--- src/verilog/dtc_pkg.sv ---
// dtc_pkg: constants and carrier types for the dual timer/counter block
// assumes an 8-bit special-register port from the core; offsets are byte addresses

package dtc_pkg;

  // ************************************************************
  // register offsets
  // ************************************************************
  localparam logic [7:0] OFS_CONTROL_FLAGS = 8'h88;  // timer_control_flags
  localparam logic [7:0] OFS_MODE_CONFIG   = 8'h89;  // timer_mode_config
  localparam logic [7:0] OFS_LOW_FIRST     = 8'h8A;  // count_low_first
  localparam logic [7:0] OFS_LOW_SECOND    = 8'h8B;  // count_low_second
  localparam logic [7:0] OFS_HIGH_FIRST    = 8'h8C;  // count_high_first
  localparam logic [7:0] OFS_HIGH_SECOND   = 8'h8D;  // count_high_second

  // ************************************************************
  // reset values
  // ************************************************************
  localparam logic [7:0] RST_CONTROL_FLAGS = 8'h00;
  localparam logic [7:0] RST_MODE_CONFIG   = 8'h00;
  localparam logic [7:0] RST_COUNT         = 8'h00;

  // ************************************************************
  // field positions
  // ************************************************************
  localparam int POS_OVF_SECOND  = 7;  // overflow_flag_second
  localparam int POS_RUN_SECOND  = 6;  // run_bit_second
  localparam int POS_OVF_FIRST   = 5;  // overflow_flag_first
  localparam int POS_RUN_FIRST   = 4;  // run_bit_first
  localparam int POS_GATE        = 3;  // gating bit within a mode nibble
  localparam int POS_SELECT      = 2;  // counter/timer select within a nibble
  localparam int POS_MODE_HIGH   = 1;  // mode_field_high within a nibble
  localparam int POS_MODE_LOW    = 0;  // mode_field_low within a nibble
  localparam int PRESCALE_BITS   = 5;  // prescaler width in mode 00

  // ************************************************************
  // timing
  // ************************************************************
  localparam int CLOCK_HZ        = 20000000;
  localparam int MACHINE_CYCLES  = 1;  // core clocks per machine cycle
  localparam int EDGE_DETECT_MC  = 2;  // machine cycles to see a falling edge

  // ************************************************************
  // types
  // ************************************************************
  typedef enum logic [1:0] {
    DTC_MODE_PRESCALE,
    DTC_MODE_SIXTEEN,
    DTC_MODE_RELOAD,
    DTC_MODE_SPLIT
  } dtc_mode_t;

  // one timer's configuration nibble
  typedef struct packed {
    logic      gate;
    logic      select;
    dtc_mode_t mode;
  } dtc_cfg_t;

  // register port write request
  typedef struct packed {
    logic       wr;
    logic [7:0] addr;
    logic [7:0] data;
  } dtc_wreq_t;

endpackage

--- src/verilog/dtc_edge_sense.sv ---
// dtc_edge_sense: synchronises a count pin and flags a high-then-low sample pair
// assumes the pin is asynchronous and holds each level a full machine cycle

`timescale 1ns/1ns

module dtc_edge_sense (
  // clock and reset
  input  wire logic clock,
  input  wire logic rst,
  // pin and result
  input  wire logic pin,
  output logic      fall
);

  // ************************************************************
  // synchroniser and sample history
  // ************************************************************
  logic sync_a;  // first stage, read only by sync_b
  logic sync_b;  // second stage, first usable sample
  logic prev;    // sample of the previous machine cycle

  // two-stage sync then one sample of history
  always_ff @(posedge clock or posedge rst) begin
    if (rst) begin
      sync_a <= 1'b0;
      sync_b <= 1'b0;
      prev   <= 1'b0;
      fall   <= 1'b0;
    end else begin
      sync_a <= pin;
      sync_b <= sync_a;
      prev   <= sync_b;
      fall   <= prev & ~sync_b;
    end
  end

  // a fall is one cycle wide and needs a high sample before it
  fall_pulse_a: assert property (@(posedge clock) disable iff (rst)
    fall |=> !fall) else $error("fall pulse longer than one cycle");

endmodule // dtc_edge_sense

--- src/verilog/dtc_timer.sv ---
// dtc_timer: two 16-bit timer/counters with mode and control registers
// assumes the core drives an 8-bit register port on the same clock and
// raises an acknowledge when it vectors to a timer interrupt routine
//
// Functional notes
// - counter mode samples pin each machine cycle
// - falling edge needs two samples, half rate
// - second gate bit adds gate pin qualification
// - first gate bit adds gate pin qualification
// - second select bit picks pin or clock
// - first select bit picks pin or clock
// - second mode 00 prescaled, 11 stops
// - first mode 00 uses five-bit prescaler
// - mode 01 is cascaded 16-bit counter
// - mode 10 reloads low from high
// - first split low byte uses own controls
// - first split high byte uses second run
// - timer mode counts every machine cycle
// - run bits start and stop timers
// - overflow sets flag, vector acknowledge clears

`timescale 1ns/1ns

module dtc_timer (
  // clock and reset
  input  wire logic              clock,
  input  wire logic              rst,
  // register port
  input  wire dtc_pkg::dtc_wreq_t reg_wreq,
  input  wire logic [7:0]        reg_raddr,
  output logic [7:0]             reg_rdata,
  // interrupt vector acknowledges
  input  wire logic              vector_ack_first,
  input  wire logic              vector_ack_second,
  // pins
  input  wire logic              count_pin_first,
  input  wire logic              count_pin_second,
  input  wire logic              gate_pin_first,
  input  wire logic              gate_pin_second,
  // flag outputs
  output logic                   overflow_flag_first,
  output logic                   overflow_flag_second
);

  // ************************************************************
  // registers
  // ************************************************************
  logic [7:0] timer_mode_config;   // two config nibbles
  logic       run_bit_first;       // software run control
  logic       run_bit_second;      // software run control
  logic [7:0] count_low_first;     // first timer low byte
  logic [7:0] count_high_first;    // first timer high byte
  logic [7:0] count_low_second;    // second timer low byte
  logic [7:0] count_high_second;   // second timer high byte
  logic [1:0] gate_sa;             // gate pins, first stage
  logic [1:0] gate_sb;             // gate pins, usable

  // ************************************************************
  // pin edge detectors
  // ************************************************************
  logic fall_first;   // falling edge on first count pin
  logic fall_second;  // falling edge on second count pin

  dtc_edge_sense u_edge_first (
    .clock (clock),
    .rst   (rst),
    .pin   (count_pin_first),
    .fall  (fall_first)
  );

  dtc_edge_sense u_edge_second (
    .clock (clock),
    .rst   (rst),
    .pin   (count_pin_second),
    .fall  (fall_second)
  );

  // gate pins pass two flops before use
  always_ff @(posedge clock or posedge rst) begin
    if (rst) begin
      gate_sa <= 2'h0;
      gate_sb <= 2'h0;
    end else begin
      gate_sa <= {gate_pin_second, gate_pin_first};
      gate_sb <= gate_sa;
    end
  end

  // ************************************************************
  // decode
  // ************************************************************
  dtc_pkg::dtc_cfg_t cfg_first;   // low nibble
  dtc_pkg::dtc_cfg_t cfg_second;  // high nibble
  assign cfg_first  = dtc_pkg::dtc_cfg_t'(timer_mode_config[3:0]);
  assign cfg_second = dtc_pkg::dtc_cfg_t'(timer_mode_config[7:4]);

  // enable: run bit, optionally qualified by gate pin
  function automatic logic run_enable(input logic run, input logic gate, input logic pin);
    run_enable = run & (~gate | pin);
  endfunction

  // tick source: pin falling edge or every machine cycle
  function automatic logic tick_src(input logic sel, input logic fall);
    tick_src = sel ? fall : 1'b1;
  endfunction

  wire en_first  = run_enable(run_bit_first, cfg_first.gate, gate_sb[0]);
  wire en_second = run_enable(run_bit_second, cfg_second.gate, gate_sb[1]);
  wire tick_first  = en_first & tick_src(cfg_first.select, fall_first);
  wire tick_second = en_second & tick_src(cfg_second.select, fall_second);
  wire split_mode  = (cfg_first.mode == dtc_pkg::DTC_MODE_SPLIT);
  // in split mode the high byte of the first timer counts machine cycles
  wire tick_split  = run_bit_second;

  wire wr_ctl   = reg_wreq.wr && reg_wreq.addr == dtc_pkg::OFS_CONTROL_FLAGS;
  wire wr_mode  = reg_wreq.wr && reg_wreq.addr == dtc_pkg::OFS_MODE_CONFIG;
  wire wr_lo_f  = reg_wreq.wr && reg_wreq.addr == dtc_pkg::OFS_LOW_FIRST;
  wire wr_hi_f  = reg_wreq.wr && reg_wreq.addr == dtc_pkg::OFS_HIGH_FIRST;
  wire wr_lo_s  = reg_wreq.wr && reg_wreq.addr == dtc_pkg::OFS_LOW_SECOND;
  wire wr_hi_s  = reg_wreq.wr && reg_wreq.addr == dtc_pkg::OFS_HIGH_SECOND;

  // ************************************************************
  // next count for one timer
  // ************************************************************
  // returns {overflow, high, low}; high_tick is used only in split mode
  function automatic logic [16:0] step(input dtc_pkg::dtc_mode_t mode, input logic tick,
                                       input logic high_tick, input logic is_first,
                                       input logic [7:0] lo, input logic [7:0] hi);
    logic [8:0] lo_n;
    logic [8:0] hi_n;
    logic [5:0] pre;
    step = {1'b0, hi, lo};
    lo_n = {1'b0, lo} + 9'h001;
    hi_n = {1'b0, hi} + 9'h001;
    pre  = {1'b0, lo[dtc_pkg::PRESCALE_BITS-1:0]} + 6'h01;
    case (mode)
      dtc_pkg::DTC_MODE_PRESCALE: begin
        if (tick) begin
          step[4:0] = pre[4:0];
          if (pre[5]) begin
            step[15:8] = hi_n[7:0];
            step[16]   = hi_n[8];
          end
        end
      end
      dtc_pkg::DTC_MODE_SIXTEEN: begin
        if (tick) begin
          step[7:0] = lo_n[7:0];
          if (lo_n[8]) begin
            step[15:8] = hi_n[7:0];
            step[16]   = hi_n[8];
          end
        end
      end
      dtc_pkg::DTC_MODE_RELOAD: begin
        if (tick) begin
          step[7:0] = lo_n[8] ? hi : lo_n[7:0];
          step[16]  = lo_n[8];
        end
      end
      dtc_pkg::DTC_MODE_SPLIT: begin
        if (is_first) begin
          if (tick) begin
            step[7:0] = lo_n[7:0];
          end
          if (high_tick) begin
            step[15:8] = hi_n[7:0];
          end
        end
      end
      default: begin                     // not reached; second timer mode 11 stop is in the split branch
        step = {1'b0, hi, lo};
      end
    endcase
  endfunction

  wire [16:0] next_first  = step(cfg_first.mode, tick_first, tick_split, 1'b1,
                                 count_low_first, count_high_first);
  wire [16:0] next_second = step(cfg_second.mode, tick_second, 1'b0, 1'b0,
                                 count_low_second, count_high_second);
  // split mode: low byte wraps set the first flag, high byte wraps the second
  wire split_ovf_first  = split_mode & tick_first & (&count_low_first);
  wire split_ovf_second = split_mode & tick_split & (&count_high_first);
  wire set_ovf_first    = next_first[16] | split_ovf_first;
  wire set_ovf_second   = split_mode ? split_ovf_second : next_second[16];

  // ************************************************************
  // counters, write wins over increment
  // ************************************************************
  always_ff @(posedge clock or posedge rst) begin
    if (rst) begin
      count_low_first   <= dtc_pkg::RST_COUNT;
      count_high_first  <= dtc_pkg::RST_COUNT;
      count_low_second  <= dtc_pkg::RST_COUNT;
      count_high_second <= dtc_pkg::RST_COUNT;
    end else begin
      count_low_first   <= wr_lo_f ? reg_wreq.data : next_first[7:0];
      count_high_first  <= wr_hi_f ? reg_wreq.data : next_first[15:8];
      count_low_second  <= wr_lo_s ? reg_wreq.data : next_second[7:0];
      count_high_second <= wr_hi_s ? reg_wreq.data : next_second[15:8];
    end
  end

  // ************************************************************
  // control and flags; hardware set beats any clear
  // ************************************************************
  always_ff @(posedge clock or posedge rst) begin
    if (rst) begin
      timer_mode_config    <= dtc_pkg::RST_MODE_CONFIG;
      run_bit_first        <= dtc_pkg::RST_CONTROL_FLAGS[dtc_pkg::POS_RUN_FIRST];
      run_bit_second       <= dtc_pkg::RST_CONTROL_FLAGS[dtc_pkg::POS_RUN_SECOND];
      overflow_flag_first  <= dtc_pkg::RST_CONTROL_FLAGS[dtc_pkg::POS_OVF_FIRST];
      overflow_flag_second <= dtc_pkg::RST_CONTROL_FLAGS[dtc_pkg::POS_OVF_SECOND];
    end else begin
      if (wr_mode) begin
        timer_mode_config <= reg_wreq.data;
      end
      if (wr_ctl) begin
        run_bit_first  <= reg_wreq.data[dtc_pkg::POS_RUN_FIRST];
        run_bit_second <= reg_wreq.data[dtc_pkg::POS_RUN_SECOND];
      end
      if (set_ovf_first) begin
        overflow_flag_first <= 1'b1;
      end else if (vector_ack_first) begin
        overflow_flag_first <= 1'b0;
      end else if (wr_ctl) begin
        overflow_flag_first <= reg_wreq.data[dtc_pkg::POS_OVF_FIRST];
      end
      if (set_ovf_second) begin
        overflow_flag_second <= 1'b1;
      end else if (vector_ack_second) begin
        overflow_flag_second <= 1'b0;
      end else if (wr_ctl) begin
        overflow_flag_second <= reg_wreq.data[dtc_pkg::POS_OVF_SECOND];
      end
    end
  end

  // ************************************************************
  // read port; external interrupt bits are not held here
  // ************************************************************
  logic [7:0] next_rdata;
  always_comb begin
    case (reg_raddr)
      dtc_pkg::OFS_CONTROL_FLAGS: next_rdata = {overflow_flag_second, run_bit_second,
                                               overflow_flag_first, run_bit_first, 4'h0};
      dtc_pkg::OFS_MODE_CONFIG:   next_rdata = timer_mode_config;
      dtc_pkg::OFS_LOW_FIRST:     next_rdata = count_low_first;
      dtc_pkg::OFS_HIGH_FIRST:    next_rdata = count_high_first;
      dtc_pkg::OFS_LOW_SECOND:    next_rdata = count_low_second;
      dtc_pkg::OFS_HIGH_SECOND:   next_rdata = count_high_second;
      default:                    next_rdata = 8'h00;
    endcase
  end

  // registered read, one cycle after the address
  always_ff @(posedge clock or posedge rst) begin
    if (rst) begin
      reg_rdata <= 8'h00;
    end else begin
      reg_rdata <= next_rdata;
    end
  end

  // ************************************************************
  // checks
  // ************************************************************
  write_wins_a: assert property (@(posedge clock) disable iff (rst)
    wr_lo_f |=> count_low_first == $past(reg_wreq.data)) else $error("low byte write lost");
  timer_mode_tick_a: assert property (@(posedge clock) disable iff (rst)
    (cfg_first.mode == dtc_pkg::DTC_MODE_SIXTEEN && !cfg_first.select && run_bit_first
     && !cfg_first.gate && !wr_lo_f && !wr_hi_f && !wr_mode && !wr_ctl)
    |=> count_low_first == $past(count_low_first) + 8'h01) else $error("timer did not tick");
  gate_hold_a: assert property (@(posedge clock) disable iff (rst)
    (cfg_first.gate && !gate_sb[0] && !split_mode && !wr_lo_f && !wr_hi_f)
    |=> $stable(count_low_first)) else $error("gated timer ran with gate low");
  gate_second_a: assert property (@(posedge clock) disable iff (rst)
    (cfg_second.gate && !gate_sb[1] && !wr_lo_s && !wr_hi_s)
    |=> $stable(count_low_second)) else $error("second gated timer ran");
  stopped_second_a: assert property (@(posedge clock) disable iff (rst)
    (cfg_second.mode == dtc_pkg::DTC_MODE_SPLIT && !wr_lo_s && !wr_hi_s)
    |=> $stable({count_high_second, count_low_second})) else $error("stopped timer moved");
  reload_a: assert property (@(posedge clock) disable iff (rst)
    (cfg_first.mode == dtc_pkg::DTC_MODE_RELOAD && tick_first && count_low_first == 8'hFF
     && !wr_lo_f && !wr_hi_f) |=> count_low_first == $past(count_high_first)
     && overflow_flag_first) else $error("reload missed");
  counter_idle_a: assert property (@(posedge clock) disable iff (rst)
    (cfg_first.select && !fall_first && !split_mode && !wr_lo_f && !wr_hi_f)
    |=> $stable(count_low_first)) else $error("counter moved without edge");
  counter_second_a: assert property (@(posedge clock) disable iff (rst)
    (cfg_second.select && !fall_second && !wr_lo_s && !wr_hi_s)
    |=> $stable(count_low_second)) else $error("second counter moved");
  prescale_a: assert property (@(posedge clock) disable iff (rst)
    (cfg_first.mode == dtc_pkg::DTC_MODE_PRESCALE && !wr_lo_f && !wr_hi_f)
    |=> count_low_first[7:5] == $past(count_low_first[7:5])) else $error("prescaler overran");
  split_high_a: assert property (@(posedge clock) disable iff (rst)
    (split_mode && run_bit_second && !wr_hi_f)
    |=> count_high_first == $past(count_high_first) + 8'h01) else $error("split high idle");
  run_stop_a: assert property (@(posedge clock) disable iff (rst)
    (!run_bit_first && !split_mode && !wr_lo_f && !wr_hi_f)
    |=> $stable({count_high_first, count_low_first})) else $error("stopped timer ran");
  flag_set_a: assert property (@(posedge clock) disable iff (rst)
    set_ovf_second |=> overflow_flag_second) else $error("second flag not set");

endmodule // dtc_timer

--- config.mk ---
export PLATFORM = sky130hd
export DESIGN_NAME = dtc_timer
export DESIGN_NICKNAME = d
export VERILOG_FILES = /design/src/verilog/dtc_pkg.sv /design/src/verilog/dtc_edge_sense.sv /design/src/verilog/dtc_timer.sv
export SDC_FILE = /design/constraint.sdc
export NUM_CORES = 1
export LEC_CHECK = 0
export BUFFER_PORTS_ARGS = -buffer_cell sky130_fd_sc_hd__buf_4
export CORE_ASPECT_RATIO = 1.1
export CORE_UTILIZATION = 55
export DETAILED_ROUTE_END_ITERATION = 16
export HOLD_SLACK_MARGIN = 0.03
export PLACE_DENSITY_LB_ADDON = 0.2
export SLEW_MARGIN = 20
export SYNTH_ARGS = -nofsm -noshare
export SYNTH_HDL_FRONTEND = slang
export SYNTH_HIERARCHICAL = 1
export SYNTH_SLANG_ARGS = --single-unit
--- constraint.sdc ---
create_clock -name clock -period 4.25 [get_ports clock]
set_clock_uncertainty 0.2 [all_clocks]
set_input_delay 0.6375 -clock clock [delete_from_list [all_inputs] [get_ports clock]]
set_output_delay 0.6375 -clock clock [all_outputs]
set_load 0.02 [all_outputs]
==> impl_metrics.toml, run 1 <==
[global_routing]
grt-ovfl-total = 0
grt_pass1_vias = 3264
grt_pass1_wl_um = 16770
grt_max_degree = 38
grt.total_usage_pct = 30.69
antenna_found_initial = 0

[critical_path]
path_class = "in -> reg"
reg2reg_to = "count_high_second[5]"
worst_r2r_path_depth = 7
cp.required_ns = 4.28
reg2reg_from = "count_low_second[0]"
crit_cells = 7
crit_chain = "buf_4 > or4b_1 > nor3_2 > and3b_1 > o21bai_2 > o22ai_1 > a221o_1"
endpoint = "count_high_first[7]"
worstPathArrival_ns = 2.65
critPathLaunchType = "input port"
cp_top_family = "simple AND/OR/NAND/NOR gates"
critPathMaxStageDelay_ns = 0.55
crit_fanout = 17
endpoint_kind = "flop"
crit_slowest_cell = "or4b_1"
rrSetupSlack_ns = 1.64
critPathBufInv = 1
startpoint = "reg_wreq[13]"

[detailed_routing]
drtAntennaViolNets = 0
routed-via-count = 3509
detail_route.wl_per_cell_um = 19.61
wl_um = 10650
viasPerCell = 6.462
drt_iter0_markers = 468
post-route-drc-count = 0
first_pass_iters = 5

[floorplanning]
ioPinCount = 43
die_w_um = 82.07
die_height_um = 90.08
die_area_mm2 = 0.007392
core_mm2 = 0.006710
num_rows = 31
initial_utilization_pct = 57.80

[cells_and_area]
stdcell_count = 543
drive_above_1_share_pct = 17.14
final_common_cell = "dfrtp_1"
final_cell_mix = "dfrtp_1 (64), nand2_1 (44), buf_4 (43)"
multi_input_area_mm2 = 0.002120
register_area_mm2 = 0.001602
fin_nets = 502
postLayoutCellArea_mm2 = 0.004463
final_core_util_pct = 66.51
area_growth_pct = 15.06
diodes = 0
num-fill-cells = 544

[placement]
gp_congestion = 0.9520
dp.cells = 527
place_area_mm2 = 0.004214
portBuffers = 42
place_ws_ns = 1.289
hpwl_um = 7571

[timing]
worst_pin_slew_ns = 0.7749
slew_headroom_pct = 48.34
setup-tns-final_ns = 0
rsz0062_at_grt = "no"
setup-violations-final = 0
post-route-period-util_pct = 61.75
final_hold_viol_count = 0
postLayoutSetupSlackWorst_ns = 1.626
period_minus_slack_ns = 2.624
slew_violations = 0
fmax_mhz = 381.0
whs_ns = 0.1577

[synth]
synth.avg_cell_area_um2 = 9.170
syn_area_mm2 = 0.003879
syn_inst = 423
synth_ff_type = "dfrtp_1"
yosysWarnings = 6
synthArstFlopShare_pct = 100.0
synth_edf_count = 0
synthDistinctLibCells = 55
syn_nets = 468
ys_seq_area_share_pct = 41.29
ys_seq_elements = 64

[worst_hold_path]
hold_path_class = "reg -> reg"

[power]
p_total_mw = 1.926
power.density_mw_per_mm2 = 431.5
peakVddDrop_mv = 0.2790
leakagePower_nw = 1.974

[status]
status = "finished clean"

[run]
drv_cap = 0

[clocking]
cts_tree = "done"
root_buffer = "clkbuf_8"
cts_buffers = 9
clockBufferDepth = 2
cts_resized = 0
path_clk_slew_ns = 0.07
clock-sinks = 64
clock_latency_ns = 0.35
htreeDepth = 3
cells in the mapped netlist, types with 5 or more instances:
| master | instances | area, um^2 |
|---|---|---|
| mux2i_1 | 15 | 150.1 |
| nor2_1 | 33 | 123.9 |
| mux2_2 | 6 | 67.56 |
| a21oi_1 | 18 | 90.09 |
| o211ai_1 | 8 | 60.06 |
| nand2_1 | 44 | 165.2 |
| nor3_1 | 6 | 30.03 |
| xor2_1 | 6 | 52.55 |
| nand3_1 | 21 | 105.1 |
| a31oi_1 | 5 | 31.28 |
| inv_1 | 18 | 67.56 |
| o21ai_0 | 33 | 165.2 |
| dfrtp_1 | 64 | 1602 |
| xnor2_1 | 12 | 105.1 |
| o22ai_1 | 12 | 75.07 |
| nand4_1 | 11 | 68.82 |
| and3_1 | 14 | 87.58 |
| ha_1 | 12 | 150.1 |
| clkbuf_1 | 14 | 52.55 |
| nand2b_1 | 7 | 43.79 |
flip-flops by register name (all words and copies together), names as in the netlist, 2 cells and up:
register,flops
count_high_second,8
count_low_first,8
count_high_first,8
count_low_second,8
gate_sb,2
reg_rdata,8
timer_mode_config,8
gate_sa,2
how the worst min path moves through the flow:
stage	slack, ns	cells past startpoint	end	startpoint
2_1_floorplan	0.13	0	gate_sb[0]	gate_sa[0]
3_3_place_gp	0.13	0	gate_sb[0]	gate_sa[0]
3_5_place_dp	0.14	0	gate_sb[1]	gate_sa[1]
4_1_cts	0.16	0	gate_sb[1]	gate_sa[1]
5_1_grt	0.17	0	gate_sb[1]	gate_sa[1]
6_report	0.16	0	gate_sb[1]	gate_sa[1]
where the power goes:
group / switching, mW / leakage, nW / internal [mW]
combinational: 0.218 / 1.12 / 0.209
sequential: 0.165 / 0.737 / 0.699
clock: 0.242 / 0.122 / 0.392
cells by family (layout without fill, tap and decap cells):
group	count (synthesis)	count (layout)	synth area share, %
DFF	64	64	41.29
muxes	25	25	7.935
buffers and inverters	39	77	4.064
adders and majority gates	12	12	3.871
xor gates and xnor gates	18	18	4.064
and+or+nand+nor	164	164	22.39
AOI/OAI and AO/OA	101	101	16.39
cell type report:
class / count / area share, %
multi-input cells: 320 / 47.49
flip-flops and latches: 64 / 35.88
repair buffers: 44 / 7.457
well taps: 82 / 2.299
inverters: 18 / 1.514
clock inverters: 2 / 1.346
clock buffers: 13 / 4.009
per-layer routing:
| layer | vias to the layer above | part of all wire (%) | track usage [%] |
|---|---|---|---|
| li1 | 1615 | - | - |
| met1 | 1661 | 41 | 43.69 |
| met2 | 203 | 46 | 44.70 |
| met3 | 30 | 9.4 | 6.193 |
| met4 | 0 | 3.2 | 13.45 |
| met5 | - | 0 | 0 |
what timing repair did:
item                                   4_1_cts  5_1_grt
setup buffers                                0        0
endpoints found under the hold margin        8        0
hold buffers                                 1        0
No activity file was read; power rests on OpenSTA's default activity.
==> run 2: changes to the inputs <==
ABC_AREA = 1   (was unset)
clock period = 2.6 ns   (was 4.25 ns; I/O delays follow)
==> run 2 against run 1 <==
  * Die area increased by 14%
  * Final cell count increased by 51%
  * Sequential power increased by 50%
  * Core utilization increased by 0.86 points
  * Non-clock buffer count increased by 9
  * Area after synthesis increased by 14%
  * Design area increased by 15%
  * Critical endpoint is now count_low_second[1]
  * Clock-buffer cell count decreased by 4
  * Largest power group unchanged
  * Highest routed layer unchanged
  * First-iteration DRC count increased by 16%
  * Setup slack got worse by 1.2 ns
  * Flip-flop and latch count unchanged
  * Via count increased by 29%
  * Critical path type is now reg -> reg
==> impl_metrics.toml, run 2 <==
[synth]
yosys.area.top_type = "dfrtp_1"
synthArstFlopShare_pct = 100.0
syn_area_mm2 = 0.004420
syn_nets = 696
syn_inst = 651
ys_seq_area_share_pct = 36.23
synth_ff_type = "dfrtp_1"
yosysWarnings = 6
ys_seq_elements = 64
synthTopCellsByArea = "dfrtp_1 (36%), nand2_1 (16%), nand3_1 (8.5%)"
synth_common_cells = "nand2_1 (193), inv_1 (97), nand3_1 (75), dfrtp_1 (64), nor2_1 (61)"
synth_top_area_share_pct = 36.23
synth.avg_cell_area_um2 = 6.790
synth.most_common_cell = "nand2_1"
synthDistinctLibCells = 36
synth_edf_count = 0

[timing]
slew_violations = 0
setup-tns-final_ns = 0
slew_headroom_pct = 45.92
final_hold_viol_count = 0
fmax_mhz = 467.8
post-route-period-util_pct = 82.23
period_minus_slack_ns = 2.138
worst_pin_slew_ns = 0.8044
rsz0062_at_grt = "no"
setup-violations-final = 0

[clocking]
root_buffer = "clkbuf_8"
clockBufferDepth = 2
htreeDepth = 3
cts_resized = 0
clock_latency_ns = 0.34
path_clk_slew_ns = 0.08
clock-sinks = 64
cts_tree = "done"
cts_buffers = 9

[critical_path]
worstPathArrival_ns = 2.18
crit_fanout = 9
path_class = "reg -> reg"
worst_r2r_path_depth = 10
endpoint_kind = "flop"
cp.required_ns = 2.64
rrSetupSlack_ns = 0.46
critPathLaunchType = "flop"

[floorplanning]
ioPinCount = 43
die_height_um = 96.03
die_w_um = 87.48
die_area_mm2 = 0.008400
core_mm2 = 0.007639
initial_utilization_pct = 57.87
num_rows = 33

[cells_and_area]
drive_above_1_share_pct = 13.74
area_growth_pct = 16.42
final_cell_mix = "nand2_1 (193), inv_1 (96), nand3_1 (75)"
final_common_cell = "nand2_1"
fin_nets = 753
diodes = 0

[detailed_routing]
wl_um = 12550
detail_route.wl_per_cell_um = 15.35
post-route-drc-count = 0
drtAntennaViolNets = 0
viasPerCell = 5.545
first_pass_iters = 6
routed-via-count = 4536
drt_iter0_markers = 541

[worst_hold_path]
hold_path_class = "in -> reg"
hold_depth = 3

[power]
power.internal_mw = 1.922
netSwitchingPower_mw = 0.9938
p_clk_share_pct = 32.9
p_sw_share_pct = 34.08
peakVddDrop_mv = 0.3569
leakagePower_nw = 2.669
power.density_mw_per_mm2 = 566.6
combPwrFrac_pct = 22.4
p_total_mw = 2.916
power_frac_seq_pct = 44.7

[status]
status = "finished clean"

[placement]
gp_congestion = 0.9596
hpwl_um = 9685
portBuffers = 42

[global_routing]
grt_pass1_wl_um = 20210
grt-ovfl-total = 0
grt_pass1_vias = 4152
grt_max_degree = 22
grt.total_usage_pct = 32.35
antenna_found_initial = 0

[run]
drv_cap = 0
run 2: per-layer routing:
layer	global-route usage (%)	vias to the layer above	wire length (um)
met5	0	-	0
met4	13.11	0	327
met1	43.96	2079	5412
met2	51.50	241	5747
met3	5.317	27	1067
li1	-	2189	-
run 2: worst max-delay path: stages, from the launching register on:
cell     delay, ns
dfrtp_1       0.42
inv_1         0.08
ha_1          0.30
nor2_1        0.15
inv_1         0.09
o21ai_0       0.31
nand2_1       0.21
o22ai_1       0.14
inv_1         0.06
nand2_1       0.05
inv_1         0.03
run 2: cell type report:
cell class | instances | area [um^2]
repair buffers | 53 | 410.4
inverters | 101 | 379.1
well taps | 105 | 131.4
multi-input cells | 479 | 2405
fillers | 678 | 2492
flip-flops and latches | 64 | 1602
clock buffers | 9 | 123.9
clock inverters | 7 | 95.09
run 2: final timing paths:
kind / startpoint / to
worst min-delay path: reg_wreq[5] / count_high_first[5]
worst max-delay path: timer_mode_config[5] / count_low_second[1]
worst min register to register: gate_sa[0] / gate_sb[0]
worst max register to register: timer_mode_config[5] / count_low_second[1]
max in group asynchronous: rst / count_low_first[0]
min in group asynchronous: rst / u_edge_first/fall
run 2: kinds of logic after synthesis:
family / synth area share [%]
XOR/XNOR: 2.378
adder cells (fa/ha/maj): 3.396
flip-flops: 36.23
multiplexers: 0.7642
AO/OA/AOI/OAI: 9.001
AND/OR/NAND/NOR: 38.86
buffers and inverters: 9.369
run 2: repair_timing:
action / 4_1_cts / 5_1_grt
buffers inserted: 0 / 0
hold buffers: 5 / 0
hold endpoints to repair: 31 / 0
setup endpoints to repair: 0 / 0
run 2: through the flow:
step                      cells  utilization, %  cell area (um^2)  hold slack, ns  setup slack (ns)
final                       818           67.37              5146          0.1320            0.4621
after global routing        818           67.37              5146          0.1314            0.2086
after CTS                   818           67.37              5146          0.1174            0.5055
after detailed placement    797           63.85              4877          0.1115            0.3967
after global placement      797           63.85              4877         0.09889            0.5379
after floorplan             651               -              4420        -0.04392            0.6387
run 2: power groups by stage:
stage	clock, mW	sequential, mW	combinational (mW)
2_1_floorplan	0	1.26	0.480
3_3_place_gp	0	1.31	0.621
3_5_place_dp	0	1.32	0.638
4_1_cts	0.968	1.30	0.649
5_1_grt	1.01	1.32	0.752
6_report	0.958	1.30	0.654
==> run 3: changes to the inputs <==
clock period = 2.2 ns   (was 2.6 ns; I/O delays follow)
==> run 3 against run 2 <==
  * Total power is 12% higher
  * Sequential share of layout area down 0.17 points
  * Via count increased by 0.33%
  * Final cell count rose by 0.86%
  * Wire length grew 2.4%
  * Clock-buffer cell count unchanged
  * Combinational power is 20% higher
  * First-iteration DRC count shrank 17%
  * Largest power group unchanged
  * Highest routed layer unchanged
==> impl_metrics.toml, run 3 (synthesis gave the netlist of run 2 again) <==
[status]
status = "finished clean"

[detailed_routing]
first_pass_iters = 5
post-route-drc-count = 0
wl_um = 12860
detail_route.wl_per_cell_um = 15.58
viasPerCell = 5.516
drt_iter0_markers = 450
drtAntennaViolNets = 0
routed-via-count = 4551

[worst_hold_path]
hold_path_class = "in -> reg"
hold_start = "reg_wreq[4]"

[power]
leakagePower_nw = 2.685
peakVddDrop_mv = 0.4625
power.density_mw_per_mm2 = 632.0

[clocking]
root_buffer = "clkbuf_8"
clockBufferDepth = 2
cts_buffers = 9
cts_setup_buffers = 0
clock-sinks = 64
clock_latency_ns = 0.36
path_clk_slew_ns = 0.09
htreeDepth = 3
cts_tree = "done"

[critical_path]
crit_slowest_cell = "dfrtp_1"
cp.required_ns = 2.25
crit_chain = "ha_1 > nand2_2 > nor2_4 > nand2_4 > o21ai_4 > nand3_4 > nand2_4 > inv_2 > nand2_1 > nand2_1"
critPathMaxStageDelay_ns = 0.50
path_class = "reg -> reg"
startpoint = "count_low_second[0]"
endpoint_kind = "flop"
critPathBufInv = 1
worstPathArrival_ns = 2.07
cp_top_family = "simple AND/OR/NAND/NOR gates"
reg2reg_from = "count_low_second[0]"
critPathLaunchType = "flop"
crit_fanout = 7

[cells_and_area]
final_cell_mix = "nand2_1 (193), inv_1 (96), nand3_1 (75)"
final_common_cell = "nand2_1"
fin_nets = 760
area_growth_pct = 17.04
drive_above_1_share_pct = 14.72
diodes = 0
stdcell_count = 825

[floorplanning]
die_w_um = 87.48
ioPinCount = 43
initial_utilization_pct = 57.87
die_area_mm2 = 0.008400
num_rows = 33
core_mm2 = 0.007639
die_height_um = 96.03

[placement]
dp.cells = 804
gp_congestion = 0.9903
hpwl_um = 9914
portBuffers = 42

[timing]
fmax_mhz = 494.7
slew_headroom_pct = 58.45
rsz0062_at_grt = "no"
post-route-period-util_pct = 91.88
period_minus_slack_ns = 2.021
setup-tns-final_ns = 0
slew_violations = 0
setup-violations-final = 0
whs_ns = 0.06545
final_hold_viol_count = 0
worst_pin_slew_ns = 0.6199

[global_routing]
grt.total_usage_pct = 32.77
grt_pass1_wl_um = 20250
antenna_found_initial = 0
grt_max_degree = 39
grt_pass1_vias = 4215
grt-ovfl-total = 0

[run]
drv_cap = 0
run 3: worst register-to-register path: cells and delay by family, from the launching register on:
kind / cells / cell delay, ns
and+or+nand+nor: 7 / 0.73
DFF: 1 / 0.50
AOI/OAI and AO/OA: 1 / 0.23
adders and majority gates: 1 / 0.22
buffers and inverters: 1 / 0.05
run 3: final timing paths:
| path | cells after the start | slack (ns) | endpoint |
|---|---|---|---|
| max | 10 | 0.18 | count_high_second[2] |
| min | 3 | 0.07 | count_high_first[4] |
| max reg2reg | 10 | 0.18 | count_high_second[2] |
| min reg2reg | 0 | 0.16 | gate_sb[0] |
| max in group asynchronous | 4 | 0.87 | reg_rdata[2] |
| min in group asynchronous | 3 | 0.23 | u_edge_second/sync_a |
run 3: cell type report:
cell class / count / area [um^2]
clock buffer: 9 / 123.9
clock inverter: 7 / 55.05
fill: 684 / 2465
inverter: 101 / 379.1
multi-input combinational: 479 / 2407
sequential: 64 / 1602
tap: 105 / 131.4
timing repair buffer: 60 / 475.5
run 3: metal layers:
layer / part of all wire, % / wire [um] / GRT usage (%) / vias to the layer above
met4: 3.5 / 452 / 13.66 / 0
met3: 7.4 / 952 / 5.146 / 38
met5: 0 / 0 / 0 / -
li1: - / - / - / 2200
met2: 46 / 5906 / 53.78 / 211
met1: 43 / 5544 / 43.19 / 2102
run 3: timing repair:
| action | CTS | global route |
|---|---|---|
| hold buffers | 5 | 0 |
| hold endpoints to repair | 30 | 0 |
| setup endpoints to repair | 0 | 4 |
| resized for setup | 0 | 2 |
run 3: power by group:
| group | total, mW | internal [mW] | switching, mW |
|---|---|---|---|
| clock | 0.946 | 0.420 | 0.527 |
| combinational | 0.787 | 0.315 | 0.471 |
| sequential | 1.54 | 1.32 | 0.216 |
| total | 3.27 | 2.06 | 1.21 |
run 3: stage by stage:
step	instance area, um^2	utilization (%)	setup slack (ns)	total power [mW]
2_1_floorplan	4420	-	0.2987	2.054
3_3_place_gp	4942	64.70	0.2599	2.285
3_5_place_dp	4942	64.70	0.1775	2.315
4_1_cts	5171	67.70	0.1626	3.257
5_1_grt	5174	67.73	0.01457	3.457
6_report	5174	67.73	0.1787	3.270
